==> src/design/lacr_pkg.sv <==
// Package: register offsets, field positions and reset values
package lacr_pkg;

	// Byte offsets; all printed offsets are indices, so byte address = 4*index
	localparam logic [7:0] IDX_AUDIO_GAIN = 8'h09;
	localparam logic [7:0] IDX_IMP_SYNTH  = 8'h0A;
	localparam logic [7:0] IDX_HYBRID     = 8'h0B;
	localparam logic [7:0] IDX_PWRDN1     = 8'h0E;
	localparam int         ADDR_W         = 12;
	localparam logic [ADDR_W-1:0] ADDR_AUDIO_GAIN = {2'h0, IDX_AUDIO_GAIN, 2'h0};
	localparam logic [ADDR_W-1:0] ADDR_IMP_SYNTH  = {2'h0, IDX_IMP_SYNTH, 2'h0};
	localparam logic [ADDR_W-1:0] ADDR_HYBRID     = {2'h0, IDX_HYBRID, 2'h0};
	localparam logic [ADDR_W-1:0] ADDR_PWRDN1     = {2'h0, IDX_PWRDN1, 2'h0};

	// Reset values
	localparam logic [7:0] RST_AUDIO_GAIN = 8'h00;
	localparam logic [7:0] RST_IMP_SYNTH  = 8'h08;
	localparam logic [7:0] RST_HYBRID     = 8'h00;
	localparam logic [7:0] RST_PWRDN1     = 8'h10;

	// Writable-bit masks; other bits are reserved and read zero
	localparam logic [7:0] MSK_AUDIO_GAIN = 8'hFF;
	localparam logic [7:0] MSK_IMP_SYNTH  = 8'h3F;
	localparam logic [7:0] MSK_HYBRID     = 8'h77;
	localparam logic [7:0] MSK_PWRDN1     = 8'h1B;

	// Field positions
	localparam int B_RX_HP   = 7;
	localparam int B_TX_HP   = 6;
	localparam int B_TX_MUTE = 5;
	localparam int B_RX_MUTE = 4;
	localparam int F_ATX_LO  = 2;
	localparam int F_ARX_LO  = 0;
	localparam int F_CLC_LO  = 4;
	localparam int B_ISE     = 3;
	localparam int F_ISS_LO  = 0;
	localparam int F_HYBP_LO = 4;
	localparam int F_HYBA_LO = 0;
	localparam int B_DC_OFF  = 4;
	localparam int B_PLL_FR  = 3;
	localparam int B_BIAS_OF = 1;
	localparam int B_LD_OFF  = 0;

	// Gain and hybrid codes
	localparam logic [1:0] GAIN_MUTE = 2'h3;
	localparam logic [2:0] HYB_OFF   = 3'h7;

	// Audio path controls to the analog/DSP blocks
	typedef struct packed {
		logic       rx_highpass_bypass;
		logic       tx_highpass_bypass;
		logic       tx_digital_mute;
		logic       rx_digital_mute;
		logic [1:0] analog_tx_gain_sel;
		logic [1:0] analog_rx_gain_sel;
		logic       analog_tx_mute;
		logic       analog_rx_mute;
	} lacr_audio_s;

	// Line and power controls
	typedef struct packed {
		logic [1:0] line_cap_comp_sel;
		logic       impedance_synth_enable;
		logic [2:0] impedance_synth_select;
		logic [2:0] metering_hybrid_adjust;
		logic       metering_hybrid_off;
		logic [2:0] audio_hybrid_adjust;
		logic       audio_hybrid_off;
		logic       converter_force_off;
		logic       pll_force_freerun;
		logic       bias_force_off;
		logic       line_driver_force_off;
	} lacr_line_s;

endpackage : lacr_pkg

==> src/design/lacr_regs.sv <==
// Line audio configuration register bank with APB slave
//
// Overview of operation
// [RULE1] Audio gain bit 7: 0 enables receive high-pass, 1 bypasses it
// [RULE2] Audio gain bit 6: 0 enables transmit high-pass, 1 bypasses it
// [RULE3] Audio gain bit 5: 1 digitally mutes transmit path
// [RULE4] Audio gain bit 4: 1 digitally mutes receive path
// [RULE5] Bits 3:2 transmit gain 0, -3.5, +3.5 dB; 11 mutes at 0 dB
// [RULE6] Bits 1:0 receive gain 0, -3.5, +3.5 dB; 11 mutes receive
// [RULE7] Reserved bits always read back zero
// [RULE8] Bits 5:4 line capacitance compensation; code 11 reserved
// [RULE9] Impedance bit 3 enables two-wire impedance synthesis
// [RULE10] Bits 2:0 select one of eight synthesized impedances
// [RULE11] Hybrid bits 6:4 metering adjustment steps; 111 means off
// [RULE12] Hybrid bits 2:0 audio adjustment, same codes, 111 off
// [RULE13] Power-down bit 4 zero leaves converter automatic
// [RULE14] Power-down bit 3 one forces PLL free-run
// [RULE15] Power-down bit 1 one forces dc bias off
// [RULE16] Power-down bit 0 one forces line driver off
// [RULE17] Converter bit one forces converter off; reset value one
// [RULE18] Outputs follow stored values right after a write
`timescale 1ns/100ps
module lacr_regs
	import lacr_pkg::*;
(
	input  wire logic              CLK_I,
	input  wire logic              RST_N_I,
	input  wire logic              PSEL_I,
	input  wire logic              PENABLE_I,
	input  wire logic              PWRITE_I,
	input  wire logic [ADDR_W-1:0] PADDR_I,
	input  wire logic [31:0]       PWDATA_I,
	input  wire logic [3:0]        PSTRB_I,
	output logic      [31:0]       PRDATA_O,
	output logic                   PREADY_O,
	output logic                   PSLVERR_O,
	output lacr_audio_s            AUDIO_CTRL_O,
	output lacr_line_s             LINE_CTRL_O
);

	////////////////////////////////////////////////////////////////////////
	// Decode

	// Register select index: 0..3 mapped, 4 unmapped
	function automatic logic [2:0] dec(input logic [ADDR_W-1:0] a);
		if (a == ADDR_AUDIO_GAIN) begin
			dec = 3'h0;
		end else if (a == ADDR_IMP_SYNTH) begin
			dec = 3'h1;
		end else if (a == ADDR_HYBRID) begin
			dec = 3'h2;
		end else if (a == ADDR_PWRDN1) begin
			dec = 3'h3;
		end else begin
			dec = 3'h4;
		end
	endfunction : dec

	logic [2:0] sel;
	logic       acc;
	logic       wr_en;
	logic [7:0] audio_r;
	logic [7:0] imp_r;
	logic [7:0] hyb_r;
	logic [7:0] pwr_r;
	logic [7:0] rd_nxt;

	assign sel   = dec(PADDR_I);
	assign acc   = PSEL_I && PENABLE_I;
	// Only lane 0 carries register data; a write without it is ignored
	assign wr_en = acc && PWRITE_I && PSTRB_I[0] && (sel != 3'h4);

	// Zero wait states
	assign PREADY_O  = 1'b1;
	// Unmapped address answers with an error, reads give zero
	assign PSLVERR_O = acc && (sel == 3'h4);

	////////////////////////////////////////////////////////////////////////
	// Registers

	// [RULE7] reserved masked
	// Masking at write keeps reserved storage at zero, so read is plain
	always_ff @(posedge CLK_I) begin
		if (!RST_N_I) begin
			audio_r <= RST_AUDIO_GAIN;
			imp_r   <= RST_IMP_SYNTH;
			hyb_r   <= RST_HYBRID;
			pwr_r   <= RST_PWRDN1;
		end else if (wr_en) begin
			case (sel)
				3'h0: audio_r <= PWDATA_I[7:0] & MSK_AUDIO_GAIN;
				3'h1: imp_r   <= PWDATA_I[7:0] & MSK_IMP_SYNTH;
				3'h2: hyb_r   <= PWDATA_I[7:0] & MSK_HYBRID;
				3'h3: pwr_r   <= PWDATA_I[7:0] & MSK_PWRDN1;
				default: ;
			endcase
		end
	end

	// Read mux
	always_comb begin
		case (sel)
			3'h0:    rd_nxt = audio_r;
			3'h1:    rd_nxt = imp_r;
			3'h2:    rd_nxt = hyb_r;
			3'h3:    rd_nxt = pwr_r;
			default: rd_nxt = 8'h00;
		endcase
	end

	// Read data registered off the setup phase so it is valid in access
	always_ff @(posedge CLK_I) begin
		if (!RST_N_I) begin
			PRDATA_O <= 32'h0000_0000;
		end else if (PSEL_I && !PENABLE_I && !PWRITE_I) begin
			PRDATA_O <= {24'h00_0000, rd_nxt};
		end
	end

	////////////////////////////////////////////////////////////////////////
	// Control outputs, straight from storage

	// [RULE18] direct drive
	always_comb begin
		// [RULE1] rx highpass
		AUDIO_CTRL_O.rx_highpass_bypass = audio_r[B_RX_HP];
		// [RULE2] tx highpass
		AUDIO_CTRL_O.tx_highpass_bypass = audio_r[B_TX_HP];
		// [RULE3] tx digital mute
		AUDIO_CTRL_O.tx_digital_mute    = audio_r[B_TX_MUTE];
		// [RULE4] rx digital mute
		AUDIO_CTRL_O.rx_digital_mute    = audio_r[B_RX_MUTE];
		// [RULE5] tx gain select
		AUDIO_CTRL_O.analog_tx_gain_sel = audio_r[F_ATX_LO +: 2];
		AUDIO_CTRL_O.analog_tx_mute     =
			(audio_r[F_ATX_LO +: 2] == GAIN_MUTE);
		// [RULE6] rx gain select
		AUDIO_CTRL_O.analog_rx_gain_sel = audio_r[F_ARX_LO +: 2];
		AUDIO_CTRL_O.analog_rx_mute     =
			(audio_r[F_ARX_LO +: 2] == GAIN_MUTE);
		// [RULE8] cap compensation
		LINE_CTRL_O.line_cap_comp_sel      = imp_r[F_CLC_LO +: 2];
		// [RULE9] synth enable
		LINE_CTRL_O.impedance_synth_enable = imp_r[B_ISE];
		// [RULE10] impedance select
		LINE_CTRL_O.impedance_synth_select = imp_r[F_ISS_LO +: 3];
		// [RULE11] metering hybrid
		LINE_CTRL_O.metering_hybrid_adjust = hyb_r[F_HYBP_LO +: 3];
		LINE_CTRL_O.metering_hybrid_off    =
			(hyb_r[F_HYBP_LO +: 3] == HYB_OFF);
		// [RULE12] audio hybrid
		LINE_CTRL_O.audio_hybrid_adjust    = hyb_r[F_HYBA_LO +: 3];
		LINE_CTRL_O.audio_hybrid_off       =
			(hyb_r[F_HYBA_LO +: 3] == HYB_OFF);
		// [RULE13] [RULE17] converter override
		LINE_CTRL_O.converter_force_off    = pwr_r[B_DC_OFF];
		// [RULE14] pll freerun
		LINE_CTRL_O.pll_force_freerun      = pwr_r[B_PLL_FR];
		// [RULE15] bias off
		LINE_CTRL_O.bias_force_off         = pwr_r[B_BIAS_OF];
		// [RULE16] line driver off
		LINE_CTRL_O.line_driver_force_off  = pwr_r[B_LD_OFF];
	end

	////////////////////////////////////////////////////////////////////////
	// Assertions

	logic wr_q;
	logic [2:0] sel_q;
	logic [7:0] wd_q;
	always_ff @(posedge CLK_I) begin
		wr_q  <= RST_N_I && wr_en;
		sel_q <= sel;
		wd_q  <= PWDATA_I[7:0];
	end

	property p_rx_highpass_bypass;
		@(posedge CLK_I) disable iff (!RST_N_I)
		wr_q && sel_q == 3'h0 |->
			AUDIO_CTRL_O.rx_highpass_bypass == wd_q[7];
	endproperty
	a_rx_highpass_bypass: assert property (p_rx_highpass_bypass) else $error("rx hp bypass wrong"); // [RULE1]

	property p_tx_highpass_bypass;
		@(posedge CLK_I) disable iff (!RST_N_I)
		wr_q && sel_q == 3'h0 |->
			AUDIO_CTRL_O.tx_highpass_bypass == wd_q[6];
	endproperty
	a_tx_highpass_bypass: assert property (p_tx_highpass_bypass) else $error("tx hp bypass wrong"); // [RULE2]

	property p_txm;
		@(posedge CLK_I) disable iff (!RST_N_I)
		wr_q && sel_q == 3'h0 |-> AUDIO_CTRL_O.tx_digital_mute == wd_q[5];
	endproperty
	a_txm: assert property (p_txm) else $error("tx mute wrong"); // [RULE3]

	property p_rxm;
		@(posedge CLK_I) disable iff (!RST_N_I)
		wr_q && sel_q == 3'h0 |-> AUDIO_CTRL_O.rx_digital_mute == wd_q[4];
	endproperty
	a_rxm: assert property (p_rxm) else $error("rx mute wrong"); // [RULE4]

	property p_atx;
		@(posedge CLK_I) disable iff (!RST_N_I)
		wr_q && sel_q == 3'h0 |->
			AUDIO_CTRL_O.analog_tx_mute == (wd_q[3:2] == 2'h3);
	endproperty
	a_atx: assert property (p_atx) else $error("tx analog mute wrong"); // [RULE5]

	property p_arx;
		@(posedge CLK_I) disable iff (!RST_N_I)
		wr_q && sel_q == 3'h0 |->
			AUDIO_CTRL_O.analog_rx_mute == (wd_q[1:0] == 2'h3);
	endproperty
	a_arx: assert property (p_arx) else $error("rx analog mute wrong"); // [RULE6]

	property p_resv;
		@(posedge CLK_I) disable iff (!RST_N_I)
		PSEL_I && PENABLE_I && !PWRITE_I && sel == 3'h2 |->
			PRDATA_O[7] == 1'b0 && PRDATA_O[3] == 1'b0;
	endproperty
	a_resv: assert property (p_resv) else $error("reserved bit nonzero"); // [RULE7]

	property p_clc;
		@(posedge CLK_I) disable iff (!RST_N_I)
		wr_q && sel_q == 3'h1 |-> LINE_CTRL_O.line_cap_comp_sel == wd_q[5:4]
			&& LINE_CTRL_O.impedance_synth_enable == wd_q[3]
			&& LINE_CTRL_O.impedance_synth_select == wd_q[2:0];
	endproperty
	a_clc: assert property (p_clc) else $error("impedance ctrl wrong"); // [RULE8]

	property p_hyb;
		@(posedge CLK_I) disable iff (!RST_N_I)
		wr_q && sel_q == 3'h2 |->
			LINE_CTRL_O.metering_hybrid_off == (wd_q[6:4] == 3'h7)
			&& LINE_CTRL_O.audio_hybrid_off == (wd_q[2:0] == 3'h7);
	endproperty
	a_hyb: assert property (p_hyb) else $error("hybrid off wrong"); // [RULE11]

	property p_pwr;
		@(posedge CLK_I)
		$rose(RST_N_I) |-> LINE_CTRL_O.converter_force_off
			&& !LINE_CTRL_O.pll_force_freerun;
	endproperty
	a_pwr: assert property (p_pwr) else $error("powerdown reset wrong"); // [RULE17]

	// Field checks compare against the captured write, one cycle later
	// Write data is checked raw, so a broken mask or slice shows up here
	property p_ise;
		@(posedge CLK_I) disable iff (!RST_N_I)
		wr_q && sel_q == 3'h1 |->
			LINE_CTRL_O.impedance_synth_enable == wd_q[3];
	endproperty
	a_ise: assert property (p_ise) // [RULE9]
		else $error("synth enable wrong");

	property p_iss;
		@(posedge CLK_I) disable iff (!RST_N_I)
		wr_q && sel_q == 3'h1 |->
			LINE_CTRL_O.impedance_synth_select == wd_q[2:0];
	endproperty
	a_iss: assert property (p_iss) // [RULE10]
		else $error("synth select wrong");

	property p_hybp;
		@(posedge CLK_I) disable iff (!RST_N_I)
		wr_q && sel_q == 3'h2 |->
			LINE_CTRL_O.metering_hybrid_adjust == wd_q[6:4];
	endproperty
	a_hybp: assert property (p_hybp) // [RULE11]
		else $error("metering hybrid wrong");

	property p_hyba;
		@(posedge CLK_I) disable iff (!RST_N_I)
		wr_q && sel_q == 3'h2 |->
			LINE_CTRL_O.audio_hybrid_adjust == wd_q[2:0]
			&& LINE_CTRL_O.audio_hybrid_off == (wd_q[2:0] == 3'h7);
	endproperty
	a_hyba: assert property (p_hyba) // [RULE12]
		else $error("audio hybrid wrong");

	property p_converter_force_off;
		@(posedge CLK_I) disable iff (!RST_N_I)
		wr_q && sel_q == 3'h3 |->
			LINE_CTRL_O.converter_force_off == wd_q[4];
	endproperty
	a_converter_force_off: assert property (p_converter_force_off) // [RULE13]
		else $error("converter control wrong");

	property p_pfr;
		@(posedge CLK_I) disable iff (!RST_N_I)
		wr_q && sel_q == 3'h3 |->
			LINE_CTRL_O.pll_force_freerun == wd_q[3];
	endproperty
	a_pfr: assert property (p_pfr) // [RULE14]
		else $error("pll freerun wrong");

	property p_bias;
		@(posedge CLK_I) disable iff (!RST_N_I)
		wr_q && sel_q == 3'h3 |->
			LINE_CTRL_O.bias_force_off == wd_q[1];
	endproperty
	a_bias: assert property (p_bias) // [RULE15]
		else $error("bias control wrong");

	property p_ldoff;
		@(posedge CLK_I) disable iff (!RST_N_I)
		wr_q && sel_q == 3'h3 |->
			LINE_CTRL_O.line_driver_force_off == wd_q[0];
	endproperty
	a_ldoff: assert property (p_ldoff) // [RULE16]
		else $error("line driver control wrong");

	// Outputs only move on the cycle after a write lands
	property p_hold;
		@(posedge CLK_I) disable iff (!RST_N_I)
		!wr_q |->
			$stable(AUDIO_CTRL_O) && $stable(LINE_CTRL_O);
	endproperty
	a_hold: assert property (p_hold) // [RULE18]
		else $error("control moved without write");

	// A write without lane 0 must leave every control alone
	property p_strb;
		@(posedge CLK_I) disable iff (!RST_N_I)
		PSEL_I && PENABLE_I && PWRITE_I && !PSTRB_I[0] |=>
			$stable(AUDIO_CTRL_O) && $stable(LINE_CTRL_O);
	endproperty
	a_strb: assert property (p_strb) // [RULE18]
		else $error("strobe-less write acted");

	property p_rdhi;
		@(posedge CLK_I) disable iff (!RST_N_I)
		PSEL_I && PENABLE_I && !PWRITE_I |->
			PRDATA_O[31:8] == 24'h00_0000;
	endproperty
	a_rdhi: assert property (p_rdhi) // [RULE7]
		else $error("upper read bits set");

	property p_rsvimp;
		@(posedge CLK_I) disable iff (!RST_N_I)
		PSEL_I && PENABLE_I && !PWRITE_I && sel == 3'h1 |->
			PRDATA_O[7:6] == 2'h0;
	endproperty
	a_rsvimp: assert property (p_rsvimp) // [RULE7]
		else $error("impedance reserved set");

	property p_rsvpwr;
		@(posedge CLK_I) disable iff (!RST_N_I)
		PSEL_I && PENABLE_I && !PWRITE_I && sel == 3'h3 |->
			PRDATA_O[7:5] == 3'h0 && PRDATA_O[2] == 1'b0;
	endproperty
	a_rsvpwr: assert property (p_rsvpwr) // [RULE7]
		else $error("powerdown reserved set");

endmodule : lacr_regs

==> config.mk <==
export PLATFORM = sky130hd
export DESIGN_NAME = lacr_regs
export DESIGN_NICKNAME = d
export VERILOG_FILES = /design/src/design/lacr_pkg.sv /design/src/design/lacr_regs.sv
export SDC_FILE = /design/constraint.sdc
export NUM_CORES = 1
export LEC_CHECK = 0
export ABC_AREA = 1
export BUFFER_PORTS_ARGS = -buffer_cell sky130_fd_sc_hd__buf_4
export CORE_MARGIN = 10
export CORE_UTILIZATION = 43
export DETAILED_ROUTE_END_ITERATION = 8
export MAX_ROUTING_LAYER = met4
export PLACE_DENSITY = 0.78
export SLEW_MARGIN = 30
export SYNTH_ARGS = -nofsm -noshare
export SYNTH_HDL_FRONTEND = slang
export SYNTH_SLANG_ARGS = --single-unit
==> constraint.sdc <==
create_clock -name CLK_I -period 1.3 [get_ports CLK_I]
set_input_delay 0.26 -clock CLK_I [delete_from_list [all_inputs] [get_ports CLK_I]]
set_output_delay 0.26 -clock CLK_I [all_outputs]
set_load 0.05 [all_outputs]
==> flow_summary.yaml <==
sta:
  hold_viol_final: 0
  setup_violations: 2
  slew_violations: 0
  finalCriticalPeriod_ns: 1.35
  fin_crit_sh_pct: 104
  worst_slack_ns: -0.0511
  fmax_ghz: 0.740
  rsz0062_at_grt: "yes"
  skew_ns: 0.00792
synth:
  yosys_most_used_dff: "dfxtp_1"
  synthMuxAreaShare_pct: 0
  synth_simple_gate_area_share_pct: 35.5
  synth_xor_area_share_pct: 0
  synth_top_area_cell: "dfxtp_1"
  synth-seq-cells: 32
  syn_avg_cell_area_sq_um: 6.84
  synthCells: 277
  synth_top_area_share_pct: 33.8
  synth.cell_area_sq_mm: 0.00189
  synth_top_family_by_area: "simple AND/OR/NAND/NOR gates"
  yosysSeqAreaShare_pct: 33.8
  synth-async-reset-ratio_pct: 0
  synth_compound_area_share_pct: 10.7
  netlist_top_cells_area: "dfxtp_1 34%, nand2_1 13%, buf_4 10%"
  synth_common_cells: "68 x nand2_1, 40 x inv_1, 32 x dfxtp_1, 26 x buf_4, 25 x a21oi_1"
  synth_edf_count: 0
  synth_fa_ha_area_share_pct: 0
  yosys_warnings: 0
  post-synth-top-count-cell: "nand2_1"
  ys_types: 26
detailed_routing:
  routed_wl_um: 6030
  antenna_left: 0
  first_iter_violations: 132
  first_pass_iters: 4
  drc: 0
  avgRoutedWirePerCell_um: 14.3
  vias: 1981
  via_per_inst: 4.69
clock_tree:
  clock_sinks: 32
  cts_tree: "built"
  cts.clk_slew.worst_paths_ns: 0.07
  cts_buffers: 5
  cts_hold_buf: 0
  cts_root_buffer: "clkbuf_8"
  cts_buffer_depth: 2
  cts.htree.levels: 2
  clkLatencyLatePin_ns: 0.29
place:
  place_congestion: 0.861
  place_hpwl_um: 4480
  post-place-ws_ns: -0.223
  port_buffers: 62
pwr:
  power_leakage_uw: 0.00140
  finalPower_uw: 2320
  combPwrFrac_pct: 17.3
  sequentialPowerShare_pct: 41.9
  internal_power_uw: 1650
  p_clk_share_pct: 40.8
  p_sw_uw: 670
  swShare_pct: 28.9
  ir_drop_v: 0.000695
  powerDensity_mw_per_mm2: 814
final_layout:
  drive_gt1_share_pct: 42.4
  antenna_cells: 0
  area.growth.synth_to_final_pct: 50.5
  final_nets: 422
critical_path:
  worstPathMaxFanout: 3
  crit_type: "primary input to primary output"
  path_cells: "buf_6 -> nor2_4 -> nand2_4 -> nor2_4 -> nand2_2 -> nand3_2 -> nor2_4 -> buf_8"
  worstPathRequired_ns: 1.04
  slowest_stage: "nor2_4"
  crit_family: "simple AND/OR/NAND/NOR gates"
  cp.buffers_inverters: 2
  cp.arrival_ns: 1.09
  worst_path_most_repeated_cell: "nor2_4"
  start_kind: "primary input"
  cp_slowest_stage_delay_ns: 0.15
  end_kind: "primary output"
floorplanning:
  die-width_um: 86.4
  dieArea_sq_mm: 0.00746
  io_pins: 115
  rows: 24
  core_sq_mm: 0.00432
  start_util_pct: 43.8
  die_y_um: 86.4
global_route:
  antenna_found_initial: 0
  grt-ovfl-total: 0
  grt_max_degree: 18
  grtUsageTotal_pct: 15.4
  grt_pass1_vias: 1938
  grt_first_pass_wirelength_um: 9160
status:
  violations: "setup timing"
  run_status: "finished, violations left"
run:
  cap_violations: 0
min_path:
  min_path_type: "primary input to register"
-- flip-flops by register name, indices dropped and copies added, names as in the netlist --
| register | cells |
|---|---|
| imp_r | 6 |
| hyb_r | 6 |
| PRDATA_O | 8 |
| audio_r | 8 |
| pwr_r | 4 |
-- worst min-delay path, delay by kind of cell --
kind | cells | cell delay (ns)
AO/OA/AOI/OAI | 1 | 0.05
buffers and inverters | 1 | 0.11
AND/OR/NAND/NOR | 1 | 0.05
-- layer usage --
metal | vias up | wire, um | GRT usage, %
met1 | 900 | 2400 | 17.0
met4 | 0 | 99 | 6.63
met3 | 10 | 468 | 4.69
met2 | 65 | 3060 | 25.0
met5 | - | 0 | -
li1 | 1006 | - | -
-- stage by stage --
stage	utilization [%]	cell area, sq um	hold slack [ns]	instances	setup TNS (ns)
2_1_floorplan	-	2070	0.388	300	-0.0794
3_3_place_gp	58.2	2520	0.454	399	-3.75
5_1_grt	65.9	2850	0.223	422	-0.307
4_1_cts	63.8	2760	0.227	418	-0.0551
3_5_place_dp	58.2	2520	0.456	399	-4.87
6_report	65.9	2850	0.224	422	-0.0727
-- cell usage in the layout (no fill, tap or decap), types with 2 or more instances in the layout --
| cell | instances |
|---|---|
| nor2_1 | 6 |
| inv_2 | 7 |
| o21ai_1 | 4 |
| buf_8 | 2 |
| buf_4 | 82 |
| a21oi_1 | 24 |
| nand2_1 | 62 |
| dfxtp_1 | 22 |
| clkbuf_8 | 5 |
| conb_1 | 25 |
| nand3_2 | 4 |
| nand2_2 | 7 |
| dfxtp_4 | 3 |
| nor2_4 | 13 |
| nor2_2 | 3 |
| buf_6 | 5 |
| inv_1 | 32 |
| nand4_1 | 6 |
| nand3_1 | 20 |
| nor3_4 | 4 |
| nand2_4 | 3 |
| o21ai_0 | 9 |
| buf_12 | 2 |
| dfxtp_2 | 7 |
-- layout make-up --
type                       instances  area [sq um]
fill                             376          1470
sequential                        32           661
clock buffer                       6          72.6
tap                               52          65.1
multi-input combinational        197          1100
inverter                          42           178
clock inverter                     2          35.0
timing repair buffer              91           742
-- worst paths after layout --
| path | start | end | slack (ns) | depth (start not counted) |
|---|---|---|---|---|
| setup / recovery | PADDR_I[7] | PSLVERR_O | -0.05 | 8 |
| hold / removal | PWDATA_I[7] | audio_r[7]$_SDFFE_PN0P_ | 0.22 | 3 |
| setup reg to reg | hyb_r[4]$_SDFFE_PN0P_ | PRDATA_O[4]$_SDFFE_PN0P_ | 0.33 | 5 |
| hold reg to reg | PRDATA_O[6]$_SDFFE_PN0P_ | PRDATA_O[6]$_SDFFE_PN0P_ | 0.47 | 2 |
-- power groups by stage --
stage	Sequential (uW)	Combinational, uW	Clock [uW]
finish	973	401	946
floorplan	996	307	0
detailed placement	996	363	0
global route	973	424	1000
global placement	996	360	0
CTS	973	386	955
-- what timing repair did --
| action | CTS | global route |
|---|---|---|
| pin swaps | 11 | 13 |
| gates cloned | 0 | 0 |
| endpoints found under the setup margin | 3 | 23 |
| setup buffers | 11 | 4 |
| gates resized for setup | 17 | 18 |
-- logic make-up after synthesis --
| group | count (synthesis) |
|---|---|
| and+or+nand+nor | 132 |
| buffers and inverters | 71 |
| AOI/OAI and AO/OA | 40 |
| DFF | 32 |
| other | 2 |
Note: power is estimated with default switching activity, not from simulation.
